--- src/hdl/sct_cfg.svh ---
// Offsets, field positions, reset values and timing counts of the
// short-circuit trip block. Included by every design file that needs them.
`ifndef SCT_CFG_SVH
`define SCT_CFG_SVH

// ---------------------------------------------------------------
// Register offsets
// ---------------------------------------------------------------
`define SCT_ADDR_STATUS 8'h00
`define SCT_ADDR_OUT_CTL 8'h01
`define SCT_ADDR_CHG_SC 8'h07
`define SCT_ADDR_DSG_SC 8'h08

// ---------------------------------------------------------------
// Field positions and reset values
// ---------------------------------------------------------------
`define SCT_ST_DSG_SC 0
`define SCT_ST_CHG_SC 1
`define SCT_ST_FAULT 7
`define SCT_OC_CLEAR 0
`define SCT_OC_DSG 1
`define SCT_OC_CHG 2
`define SCT_OC_XZV 3
`define SCT_OC_OPEN_DRAIN 4
`define SCT_SC_RESET 8'h00
`define SCT_THR_LSB 0
`define SCT_DLY_LSB 4

// ---------------------------------------------------------------
// Threshold decode, millivolts
// ---------------------------------------------------------------
`define SCT_THR_BASE_MV 10'd100
`define SCT_THR_STEP_MV 10'd25

// ---------------------------------------------------------------
// Timing: one delay step against the 32 kHz watchdog clock
// ---------------------------------------------------------------
`define SCT_DLY_STEP_NS 61000
`define SCT_WD_PERIOD_NS 30518
`define SCT_TICKS_PER_STEP \
  ((`SCT_DLY_STEP_NS + `SCT_WD_PERIOD_NS - 1) / `SCT_WD_PERIOD_NS)

// ---------------------------------------------------------------
// Serial port
// ---------------------------------------------------------------
`define SCT_DEV_ADDR 7'h2a

`endif

--- src/hdl/sct_pkg.sv ---
// Types shared by the short-circuit trip block and its serial port.
// Assumes the constants header is compiled alongside.
package sct_pkg;

  typedef enum logic [5:0] {
    SER_IDLE = 6'b000001,
    SER_RX = 6'b000010,
    SER_ACK = 6'b000100,
    SER_TX = 6'b001000,
    SER_RACK = 6'b010000,
    SER_LOAD = 6'b100000
  } sct_ser_e;

  typedef struct packed {
    logic wr_en;
    logic [7:0] addr;
    logic [7:0] data;
  } sct_regwr_s;

  typedef struct packed {
    sct_ser_e st;
    logic [2:0] bitcnt;
    logic [7:0] shreg;
    logic [1:0] phase;
    logic rw;
    logic [7:0] ptr;
    logic sda_oe;
    logic scl_q;
    logic sda_q;
    logic wr_en;
    logic [7:0] wr_data;
  } sct_ser_s;

  typedef struct packed {
    logic [4:0] out_ctl;
    logic [7:0] chg_sc;
    logic [7:0] dsg_sc;
    logic wd_q;
    logic [1:0][4:0] cnt;
    logic fault;
    logic clr_armed;
    logic boot_hold;
    logic chg_drv;
    logic dsg_drv;
    logic zv_drv;
  } sct_core_s;

endpackage

--- src/hdl/sct_top.sv ---
// Short-circuit trip logic with its configuration and output control.
// Assumes comparator results, pack-mode select and supply-good come in
// synchronous to clock_i; the watchdog clock is sampled as a level.
`timescale 1ns/1ps
`default_nettype none
`include "sct_cfg.svh"
module sct_top (
  input wire logic clock_i,
  input wire logic nrst_i,
  input wire logic scl_i,
  input wire logic sda_i,
  output logic sda_o,
  output logic sda_oe_o,
  input wire logic watchdog_clock_in_i,
  input wire logic chg_short_cmp_i,
  input wire logic dsg_short_cmp_i,
  input wire logic pack_mode_select_i,
  input wire logic supply_ok_i,
  output logic [9:0] chg_short_thresh_mv_o,
  output logic [9:0] dsg_short_thresh_mv_o,
  output logic charge_fet_drive_o,
  output logic discharge_fet_drive_o,
  output logic zero_volt_fet_drive_o,
  output logic open_drain_out_o,
  output logic open_drain_out_oe_o,
  output logic chg_short_flag_o
);
  import sct_pkg::*;

  // ---------------------------------------------------------------
  // Decoding
  // ---------------------------------------------------------------
  function automatic logic [9:0] thresh_mv(input logic [3:0] code);
    thresh_mv = `SCT_THR_BASE_MV + `SCT_THR_STEP_MV * {6'd0, code};
  endfunction

  function automatic logic [4:0] delay_ticks(input logic [3:0] code);
    delay_ticks = 5'(`SCT_TICKS_PER_STEP * code);
  endfunction

  sct_core_s q, d;
  sct_regwr_s wr;
  logic [7:0] rd_addr, rd_data;
  logic tick, clr_evt, trip_any;
  logic [1:0] cmp, trip_now;
  logic [1:0][3:0] dly_code;

  // ---------------------------------------------------------------
  // Register port
  // ---------------------------------------------------------------
  sct_serial u_serial (
    .clock_i(clock_i),
    .nrst_i(nrst_i),
    .scl_i(scl_i),
    .sda_i(sda_i),
    .sda_o(sda_o),
    .sda_oe_o(sda_oe_o),
    .rd_data_i(rd_data),
    .rd_addr_o(rd_addr),
    .wr_o(wr)
  );

  always_comb begin
    rd_data = 8'h00;
    unique case (rd_addr)
      `SCT_ADDR_STATUS: begin
        rd_data[`SCT_ST_CHG_SC] = chg_short_cmp_i;
        rd_data[`SCT_ST_DSG_SC] = dsg_short_cmp_i;
        rd_data[`SCT_ST_FAULT] = q.fault;
      end
      `SCT_ADDR_OUT_CTL: rd_data = {3'd0, q.out_ctl};
      `SCT_ADDR_CHG_SC: rd_data = q.chg_sc;
      `SCT_ADDR_DSG_SC: rd_data = q.dsg_sc;
      default: rd_data = 8'h00;
    endcase
  end

  // ---------------------------------------------------------------
  // Blanking timers, one per direction
  // ---------------------------------------------------------------
  // Without watchdog edges the counters stall, so a nonzero delay
  // never expires: protection then relies on the zero-delay code.
  assign tick = watchdog_clock_in_i & ~q.wd_q;
  assign cmp = {dsg_short_cmp_i, chg_short_cmp_i};
  assign dly_code[0] = q.chg_sc[`SCT_DLY_LSB +: 4];
  assign dly_code[1] = q.dsg_sc[`SCT_DLY_LSB +: 4];

  genvar g;
  generate
    for (g = 0; g < 2; g++) begin : g_dir
      // Zero code trips in the very cycle of detection
      assign trip_now[g] = cmp[g] & ((dly_code[g] == 4'd0) |
        (q.cnt[g] >= delay_ticks(dly_code[g])));
    end
  endgenerate

  assign trip_any = |trip_now;
  assign clr_evt = q.clr_armed & ~q.out_ctl[`SCT_OC_CLEAR];

  // ---------------------------------------------------------------
  // Next state
  // ---------------------------------------------------------------
  always_comb begin
    d = q;
    d.wd_q = watchdog_clock_in_i;
    for (int i = 0; i < 2; i++) begin
      if (!cmp[i]) begin
        d.cnt[i] = 5'd0;
      end else if (tick && q.cnt[i] != 5'h1f) begin
        d.cnt[i] = q.cnt[i] + 5'd1;
      end
    end
    if (wr.wr_en) begin
      unique case (wr.addr)
        `SCT_ADDR_OUT_CTL: d.out_ctl = wr.data[4:0];
        `SCT_ADDR_CHG_SC: d.chg_sc = wr.data;
        `SCT_ADDR_DSG_SC: d.dsg_sc = wr.data;
        default: d.out_ctl = q.out_ctl;
      endcase
    end
    if (q.out_ctl[`SCT_OC_CLEAR]) begin
      d.clr_armed = 1'b1;
    end else if (clr_evt) begin
      d.clr_armed = 1'b0;
    end
    // A new trip outweighs a clear arriving in the same cycle
    d.fault = trip_any | (q.fault & ~clr_evt);
    if (supply_ok_i) begin
      d.boot_hold = 1'b0;
    end
    if (d.fault) begin
      d.chg_drv = 1'b0;
      d.dsg_drv = 1'b0;
      d.zv_drv = 1'b0;
    end else begin
      d.chg_drv = q.boot_hold | q.out_ctl[`SCT_OC_CHG];
      d.dsg_drv = q.out_ctl[`SCT_OC_DSG];
      d.zv_drv = ~q.out_ctl[`SCT_OC_XZV];
    end
  end

  // Reset is synchronous, so the mode pin may be caught here
  always_ff @(posedge clock_i) begin
    if (!nrst_i) begin
      q <= '0;
      q.chg_sc <= `SCT_SC_RESET;
      q.dsg_sc <= `SCT_SC_RESET;
      q.out_ctl[`SCT_OC_CHG] <= pack_mode_select_i;
      q.boot_hold <= pack_mode_select_i;
      q.chg_drv <= pack_mode_select_i;
      q.zv_drv <= 1'b1;
      // Seed with the live level, so a high pin gives no false tick
      q.wd_q <= watchdog_clock_in_i;
    end else begin
      q <= d;
    end
  end

  // ---------------------------------------------------------------
  // Outputs
  // ---------------------------------------------------------------
  assign chg_short_thresh_mv_o = thresh_mv(q.chg_sc[`SCT_THR_LSB +: 4]);
  assign dsg_short_thresh_mv_o = thresh_mv(q.dsg_sc[`SCT_THR_LSB +: 4]);
  assign charge_fet_drive_o = q.chg_drv;
  assign discharge_fet_drive_o = q.dsg_drv;
  assign zero_volt_fet_drive_o = q.zv_drv;
  assign open_drain_out_o = 1'b0;
  assign open_drain_out_oe_o = q.out_ctl[`SCT_OC_OPEN_DRAIN];
  assign chg_short_flag_o = chg_short_cmp_i;

  // ---------------------------------------------------------------
  // Checks
  // ---------------------------------------------------------------
  property p_chg_wr;
    @(posedge clock_i) disable iff (!nrst_i)
    wr.wr_en && wr.addr == `SCT_ADDR_CHG_SC |=> q.chg_sc == $past(wr.data);
  endproperty
  a_chg_wr: assert property (p_chg_wr) else $error("chg config lost");

  property p_dsg_wr;
    @(posedge clock_i) disable iff (!nrst_i)
    wr.wr_en && wr.addr == `SCT_ADDR_DSG_SC |=> q.dsg_sc == $past(wr.data);
  endproperty
  a_dsg_wr: assert property (p_dsg_wr) else $error("dsg config lost");

  property p_thr_range;
    @(posedge clock_i) disable iff (!nrst_i)
    chg_short_thresh_mv_o >= 10'd100 && chg_short_thresh_mv_o <= 10'd475 &&
    (chg_short_thresh_mv_o - 10'd100) % 10'd25 == 10'd0;
  endproperty
  a_thr_range: assert property (p_thr_range) else $error("bad threshold");

  property p_zero_dly;
    @(posedge clock_i) disable iff (!nrst_i)
    chg_short_cmp_i && q.chg_sc[7:4] == 4'd0 |=>
      q.fault && !charge_fet_drive_o && !zero_volt_fet_drive_o;
  endproperty
  a_zero_dly: assert property (p_zero_dly) else $error("no instant trip");

  property p_off;
    @(posedge clock_i) disable iff (!nrst_i)
    q.fault |-> !charge_fet_drive_o && !discharge_fet_drive_o &&
      !zero_volt_fet_drive_o;
  endproperty
  a_off: assert property (p_off) else $error("drive on under fault");

  property p_blank;
    @(posedge clock_i) disable iff (!nrst_i)
    $rose(q.fault) |-> $past(trip_any);
  endproperty
  a_blank: assert property (p_blank) else $error("trip without cause");

  property p_hold;
    @(posedge clock_i) disable iff (!nrst_i)
    q.fault && !clr_evt |=> q.fault;
  endproperty
  a_hold: assert property (p_hold) else $error("fault dropped");

  property p_clear;
    @(posedge clock_i) disable iff (!nrst_i)
    q.fault && clr_evt && !trip_any |=> !q.fault;
  endproperty
  a_clear: assert property (p_clear) else $error("clear ignored");

  property p_boot;
    @(posedge clock_i) disable iff (!nrst_i)
    q.boot_hold && !d.fault |=> charge_fet_drive_o;
  endproperty
  a_boot: assert property (p_boot) else $error("boot chg off");

endmodule
`default_nettype wire

--- src/hdl/sct_serial.sv ---
// Two-wire serial register port: device address, register pointer,
// then data bytes written or read with pointer auto-increment.
// Assumes scl and sda are already synchronous to clock_i.
`timescale 1ns/1ps
`default_nettype none
`include "sct_cfg.svh"
module sct_serial (
  input wire logic clock_i,
  input wire logic nrst_i,
  input wire logic scl_i,
  input wire logic sda_i,
  output logic sda_o,
  output logic sda_oe_o,
  input wire logic [7:0] rd_data_i,
  output logic [7:0] rd_addr_o,
  output sct_pkg::sct_regwr_s wr_o
);
  import sct_pkg::*;

  sct_ser_s q, d;
  logic rise, fall, start, stop;

  assign rise = scl_i & ~q.scl_q;
  assign fall = ~scl_i & q.scl_q;
  assign start = scl_i & q.scl_q & q.sda_q & ~sda_i;
  assign stop = scl_i & q.scl_q & ~q.sda_q & sda_i;

  always_comb begin
    d = q;
    d.scl_q = scl_i;
    d.sda_q = sda_i;
    d.wr_en = 1'b0;
    if (start) begin
      d.st = SER_RX;
      d.bitcnt = 3'd0;
      d.phase = 2'd0;
      d.sda_oe = 1'b0;
    end else if (stop) begin
      d.st = SER_IDLE;
      d.sda_oe = 1'b0;
    end else begin
      unique case (q.st)
        SER_IDLE: d.sda_oe = 1'b0;
        SER_RX: begin
          if (rise) begin
            d.shreg = {q.shreg[6:0], sda_i};
            d.bitcnt = q.bitcnt + 3'd1;
          end
          if (rise && q.bitcnt == 3'd7) begin
            d.st = SER_ACK;
          end
        end
        SER_ACK: begin
          // Byte is complete; acknowledge on the following low phase
          if (fall && !q.sda_oe) begin
            if (q.phase == 2'd0 && q.shreg[7:1] != `SCT_DEV_ADDR) begin
              d.st = SER_IDLE;
            end else begin
              d.sda_oe = 1'b1;
              if (q.phase == 2'd0) begin
                d.rw = q.shreg[0];
              end else if (q.phase == 2'd1) begin
                d.ptr = q.shreg;
              end else begin
                d.wr_en = 1'b1;
                d.wr_data = q.shreg;
              end
            end
          end else if (fall) begin
            d.sda_oe = 1'b0;
            d.bitcnt = 3'd0;
            if (q.phase == 2'd2) begin
              d.ptr = q.ptr + 8'd1;
            end
            if (q.phase == 2'd0 && q.rw) begin
              d.st = SER_TX;
              d.shreg = rd_data_i;
              d.sda_oe = ~rd_data_i[7];
            end else begin
              d.st = SER_RX;
              d.phase = (q.phase == 2'd0) ? 2'd1 : 2'd2;
            end
          end
        end
        SER_TX: begin
          if (fall) begin
            if (q.bitcnt == 3'd7) begin
              d.st = SER_RACK;
              d.sda_oe = 1'b0;
            end else begin
              d.bitcnt = q.bitcnt + 3'd1;
              d.shreg = {q.shreg[6:0], 1'b0};
              d.sda_oe = ~q.shreg[6];
            end
          end
        end
        SER_RACK: begin
          if (rise) begin
            d.st = sda_i ? SER_IDLE : SER_LOAD;
            d.ptr = sda_i ? q.ptr : q.ptr + 8'd1;
          end
        end
        SER_LOAD: begin
          if (fall) begin
            d.st = SER_TX;
            d.bitcnt = 3'd0;
            d.shreg = rd_data_i;
            d.sda_oe = ~rd_data_i[7];
          end
        end
      endcase
    end
  end

  always_ff @(posedge clock_i) begin
    if (!nrst_i) begin
      q <= '{st: SER_IDLE, scl_q: 1'b1, sda_q: 1'b1, default: '0};
    end else begin
      q <= d;
    end
  end

  assign sda_o = 1'b0;
  assign sda_oe_o = q.sda_oe;
  assign rd_addr_o = q.ptr;
  assign wr_o = '{wr_en: q.wr_en, addr: q.ptr, data: q.wr_data};

endmodule
`default_nettype wire

--- config.mk ---
export PLATFORM = sky130hd
export DESIGN_NAME = sct_top
export DESIGN_NICKNAME = d
export VERILOG_FILES = /design/src/hdl/sct_pkg.sv /design/src/hdl/sct_top.sv /design/src/hdl/sct_serial.sv
export VERILOG_INCLUDE_DIRS = /design/src /design/src/hdl
export SDC_FILE = /design/constraint.sdc
export NUM_CORES = 1
export LEC_CHECK = 0
export ABC_AREA = 1
export BUFFER_PORTS_ARGS = -buffer_cell sky130_fd_sc_hd__buf_2
export CAP_MARGIN = 25
export CELL_PAD_IN_SITES_DETAIL_PLACEMENT = 0
export CELL_PAD_IN_SITES_GLOBAL_PLACEMENT = 2
export CORE_ASPECT_RATIO = 0.5
export CORE_MARGIN = 2
export CORE_UTILIZATION = 38
export CTS_BUF_LIST = sky130_fd_sc_hd__clkbuf_2
export CTS_CLUSTER_SIZE = 24
export DETAILED_ROUTE_END_ITERATION = 7
export GPL_TIMING_DRIVEN = 1
export HOLD_SLACK_MARGIN = 0.03
export PLACE_DENSITY_LB_ADDON = 0.1
export SYNTH_ARGS = -nofsm -noshare
export SYNTH_HDL_FRONTEND = slang
export SYNTH_SLANG_ARGS = --single-unit
export TNS_END_PERCENT = 1
--- constraint.sdc ---
create_clock -name clock_i -period 5.3 [get_ports clock_i]
set_input_delay 0.265 -clock clock_i [delete_from_list [all_inputs] [get_ports clock_i]]
set_output_delay 0.265 -clock clock_i [all_outputs]
set_load 0.05 [all_outputs]
# [After elaboration in Yosys (flattened, before gate mapping)]
# Cells that the tools add are included.
[classes] add_sub_neg=6 mul=2 div=0 magnitude_cmp=2 n_eq_ne=42 n_shift=0 n_mux=55 bitwise=35 n_reduce_logical=37
[ops] operator="$mux 8" count=8
[ops] operator="$pmux 11 s4" count=1
[ops] operator="$mux 19" count=2
[ops] operator="$mux 36" count=1
[ops] operator="$mux 6" count=6
[ops] operator="$mux 17" count=2
[ops] operator="$pmux 6 s5" count=1
[ops] operator="$mux 9" count=3
[ops] operator="$mux 5" count=5
[ops] operator="$reduce_and 8->1" count=3
[ops] operator="$mux 11" count=2
[ops] operator="$mux 22" count=1
[ops] operator="$ne 2x1->1 const B" count=11
[ops] operator="$add 7x9->10 const A" count=2
[ops] operator="$ne 4x1->1 const B" count=5
[ops] operator="$reduce_and 10->1" count=2
[ops] operator="$not 1->1" count=19
[ops] operator="$mul 5x4->9 const A" count=2
[ops] operator="$pmux 8 s2" count=1
[ops] operator="$pmux 5 s3" count=1
[ops] operator="$mux 13" count=1
[ops] operator="$and 1x1->1" count=12
[ops] operator="$ne 3x3->1 const B" count=4
[ops] operator="$reduce_and 2->1" count=6
[ops] operator="46 further kinds" count=78
[totals] reg_bits=78 latchBits=0 ram_bits=0 rom_bits=0 inputBits=9 out_inout_bits=28 wordCells=204 memories=0

# [Logic depth before layout (Yosys ltp)]
[depth] word_depth=9 mapped_depth=12 depth_no_buf=12

# [By module]
# Synthesis repeated with hierarchy kept, for this count alone.
[unflattened] hier_cells=729 hier_area_um2=5139.9
[modules_own_cells] mod="sct_top" n_inst=1 cells_each=338 area_per_inst_um2=2575.0 seq_area_each_um2=780.7
[modules_own_cells] mod="sct_serial" n_inst=1 cells_each=391 area_per_inst_um2=2565.0 seq_area_each_um2=800.8

# [Worst setup path after synthesis]
# No wires, ideal clock.
[synth_timing] path_type="register -> output" from="register q[19] (netlist name)" to="output dsg_short_thresh_mv_o[7]" arrival_time_ns=2.748 required_ns=5.035 setup_slack_ns=2.287 stages_incl_launch_ff=7 n_path_buf=0 path_cell_list="dfxtp_1 -> inv_1 -> ha_1 -> xnor2_1 -> ha_1 -> fa_1 -> xor2_1"
[synth_via] elab_chain_cells=2
[synth_rtl] element="start: declaration" line="sct_top.sv:41" source="sct_core_s q, d;"
[synth_rtl] element="$mul 5x4->9 (no source line)"
[synth_rtl] element="$add 7x9->10 (no source line)"
[synth_rtl] element="end: declaration" line="sct_top.sv:20" source="output logic [9:0] dsg_short_thresh_mv_o,"
# Every way passes these cells.

# [Worst setup path after layout]
[layout_timing] from="register q[19] (netlist name)" to="output dsg_short_thresh_mv_o[9]"
# Same word-level chain as after synthesis.

==> flow_summary.json <==
{
  "worst_path_largest_cell_delay_ns": 0.48,
  "cts-htree-levels": 3,
  "num_vias": 4412,
  "syn-instance-count": 704,
  "numCtsBuffers": 9,
  "switching_power_uw": 356,
  "fp.coreArea_sq_um": 12700,
  "p_clk_frac": 0.317,
  "critical_path_required_ns": 5.04,
  "critical-path-slowest-cell": "dfxtp_1",
  "crit_type": "flop to output port",
  "route.detailed.drc": 0,
  "count_of_yosys_warnings_during_synthesis": 0,
  "max_clock_freq_mhz": 308,
  "route.final.wire_length_um": 12900,
  "synth_area_per_cell_sq_um": 7.03,
  "clock_latency_ns": 0.55,
  "count_of_buffers_from_port_buffering": 34,
  "synthDominantCellAreaShare": 0.307,
  "unrepaired_setup_endpoints_after_global_routing": "no",
  "cp-startpoint": "q[19]$_SDFFE_PN0P_",
  "tns_ns": 0,
  "maxCapViolations": 0,
  "worst-endpoint-arrival_ns": 2.98,
  "grt_antenna_before_repair": 0,
  "setup_violations": 0,
  "synth_cell_types": 41,
  "grt_pass1_wl_um": 21600,
  "timing.slew.headroom": 0.587,
  "num_rows": 29,
  "detail_route.vias_per_cell": 4.82,
  "post-synth-top-area-cell": "dfxtp_1",
  "max-vdd-ir-drop_mv": 0.116,
  "clock-root-buffer": "clkbuf_2",
  "timing.final.max_slew_violations": 0,
  "tightestPinTransition_ns": 0.619,
  "drt_pass1_iterations": 4,
  "final_min_period_over_clock_period": 0.612,
  "power.sequential.fraction": 0.532,
  "die_height_um": 84.7,
  "critical_path_fanout_max": 5,
  "die_area_sq_um": 14000,
  "cp_cell_sequence": "inv_1, ha_1, xnor2_1, ha_1, fa_1, a221o_1, buf_2",
  "cts_tree": "built",
  "drive_gt1_frac": 0.122,
  "power.leakage_nw": 2.67,
  "hold_viol_final": 0,
  "timing.critical_path.max_delay_family": "adder cells",
  "cp-end-kind": "output port",
  "grt_max_degree": 59,
  "drt.antenna.violating_nets": 0,
  "initial_utilization": 0.390,
  "run_status": "complete, no violations",
  "drt-initial-drc-count": 233,
  "detailedPlacementHpwl_um": 9910,
  "clockBufferDepth": 2,
  "hold_path_startpoint": "nrst_i",
  "path_common_cell": "ha_1",
  "ioPinCount": 37,
  "fraction_of_the_core_area_covered_by_cells_at_the_end_of_the_flow": 0.428,
  "cts.clk_slew.worst_paths_ns": 0.22,
  "post_synth_instance_area_sq_um": 4950,
  "grt_pass1_vias": 4256,
  "buffer_and_inverter_count_on_the_worst_path": 2,
  "overall_die_width_um": 165,
  "hold_path_class": "input pin to flop",
  "cts_setup_buffers": 0,
  "layout.filler_cells": 1383,
  "number_of_instances_resized_during_post_cts_repair": 0,
  "nets": 797,
  "final_period_minus_worst_setup_slack_ns": 3.24,
  "globalRoute.totalOverflow": 0,
  "ys_top_cells_by_area": "dfxtp_1 (31%), ha_1 (11%), nand2_1 (9.9%)",
  "finClkSkew_ns": 0.0201,
  "pwr-share-comb": 0.152,
  "insertedDiodeCount": 0,
  "gr-usage-all-layers": 0.197,
  "post_synthesis_sequential_area_ratio": 0.319,
  "fraction_of_power_spent_switching_nets": 0.304,
  "start_kind": "flop",
  "power_density_nw_per_um2": 216,
  "routed_wire_length_per_instance_um": 14.1,
  "synthesis_stage_register_bit_count": 78,
  "clock_sinks": 78,
  "gp_congestion": 0.837,
  "area_delta_synth_final_pct": 9.78,
  "internal-power_uw": 817,
  "reg2reg_from": "u_serial.rd_addr_o[0]$_SDFFE_PN0P_"
}
## area by class of cell
type | instances | area (sq um) | share of cell area
inverter | 104 | 393 | 0.0723
clock buffer | 10 | 50.0 | 0.00921
clock inverter | 6 | 76.3 | 0.0140
multi-input combinational | 506 | 2880 | 0.529
sequential | 78 | 1580 | 0.291
tap | 170 | 213 | 0.0391
timing repair buffer | 42 | 248 | 0.0456
## placed cells by master, fill, tap and decap left out, types with 3 or more instances in the layout
cell type,instances
o21ai_0,51
inv_2,8
nor2_2,9
nand3_1,42
o22ai_1,4
inv_1,94
fa_1,4
clkbuf_2,10
o31ai_1,3
a21oi_1,42
nand4_1,10
dfxtp_1,76
nor3b_1,3
nor2_1,96
clkinv_1,4
nand3_2,4
o21ai_1,7
buf_2,34
nor2_4,6
nand2_1,130
ha_1,43
nand2_2,7
nor3_1,15
o21bai_1,3
dlygate4sd3_1,7
xor2_1,6
a211oi_1,3
## worst register-to-register path: stages (launching register included)
cell and delay [ns]:
dfxtp_1 0.41, inv_1 0.09, ha_1 0.17, nand3_1 0.09
nor2_2 0.43, nand2_1 0.39, inv_1 0.22, o21ai_0 0.10
a21oi_1 0.14
## per-stage QoR
step / cells / cell area (sq um) / setup slack (ns) / power [mW] / hold slack (ns)
after floorplan: 705 / 4960 / 2.29 / 0.768 / 0.293
after global placement: 893 / 5240 / 2.74 / 0.809 / 0.382
after detailed placement: 893 / 5240 / 2.67 / 0.809 / 0.385
after CTS: 915 / 5430 / 2.02 / 1.19 / 0.0369
after global routing: 916 / 5440 / 1.86 / 1.24 / 0.261
final: 916 / 5440 / 2.06 / 1.17 / 0.282
## power by group through the flow
stage	sequential (mW)	combinational, mW	clock, mW
2_1_floorplan	0.636	0.132	0
3_3_place_gp	0.635	0.174	0
3_5_place_dp	0.635	0.174	0
4_1_cts	0.624	0.178	0.385
5_1_grt	0.628	0.202	0.410
6_report	0.624	0.178	0.372
## cells by family (layout without fill, tap and decap cells)
kind of cell             Yosys count  after routing  synth area share
AO/OA/AOI/OAI                    118            118             0.128
XOR/XNOR                           8              8            0.0141
adder cells (fa/ha/maj)           47             47             0.125
buffers and inverters            121            162             0.101
flip-flops                        78             78             0.319
other                              1              2          0.000757
AND/OR/NAND/NOR                  331            331             0.312
## sequential cells by signal, indices dropped and copies added (netlist names)
signal and cells:
zero_volt_fet_drive_o 1, open_drain_out_oe_o 1, u_serial.sda_oe_o 1, u_serial.rd_addr_o 8, dly_code 8, charge_fet_drive_o 1, u_serial.q 22, q 26
u_serial.wr_o 9, discharge_fet_drive_o 1
## cell usage after synthesis (all sizes together)
cell	count
nand2	140
nor2	112
inv	103
dfxtp	76
o21ai	59
nand3	48
ha	43
a21oi	42
nor3	15
buf	13
nand4	10
xor2	6
clkbuf	4
fa	4
o22ai	4
a211oi	3
nor3b	3
o21bai	3
o31ai	3
a221o	2
a31oi	2
edfxtp	2
nand3b	2
xnor2	2
clkinv	1
conb	1
or2	1
## layer usage
layer	track usage	up-vias	share of wire
li1	-	2353	-
met5	0	-	0
met4	0.0329	0	0.0049
met1	0.284	1996	0.54
met3	0.0420	5	0.032
met2	0.307	58	0.42
## worst paths after layout
check | to | slack [ns] | cells past startpoint
hold reg to reg | u_serial.q[20]$_SDFFE_PN0P_ | 0.47 | 2
hold / removal | u_serial.q[10]$_SDFF_PN1_ | 0.28 | 3
setup / recovery | dsg_short_thresh_mv_o[9] | 2.06 | 7
setup reg to reg | dly_code[4]$_SDFFE_PN0P_ | 3.22 | 8
## what timing repair did
action	4_1_cts	5_1_grt
endpoints found under the setup margin	0	0
hold endpoints to repair	9	1
hold buffers	6	1
Note: power is estimated with default switching activity, not from simulation.
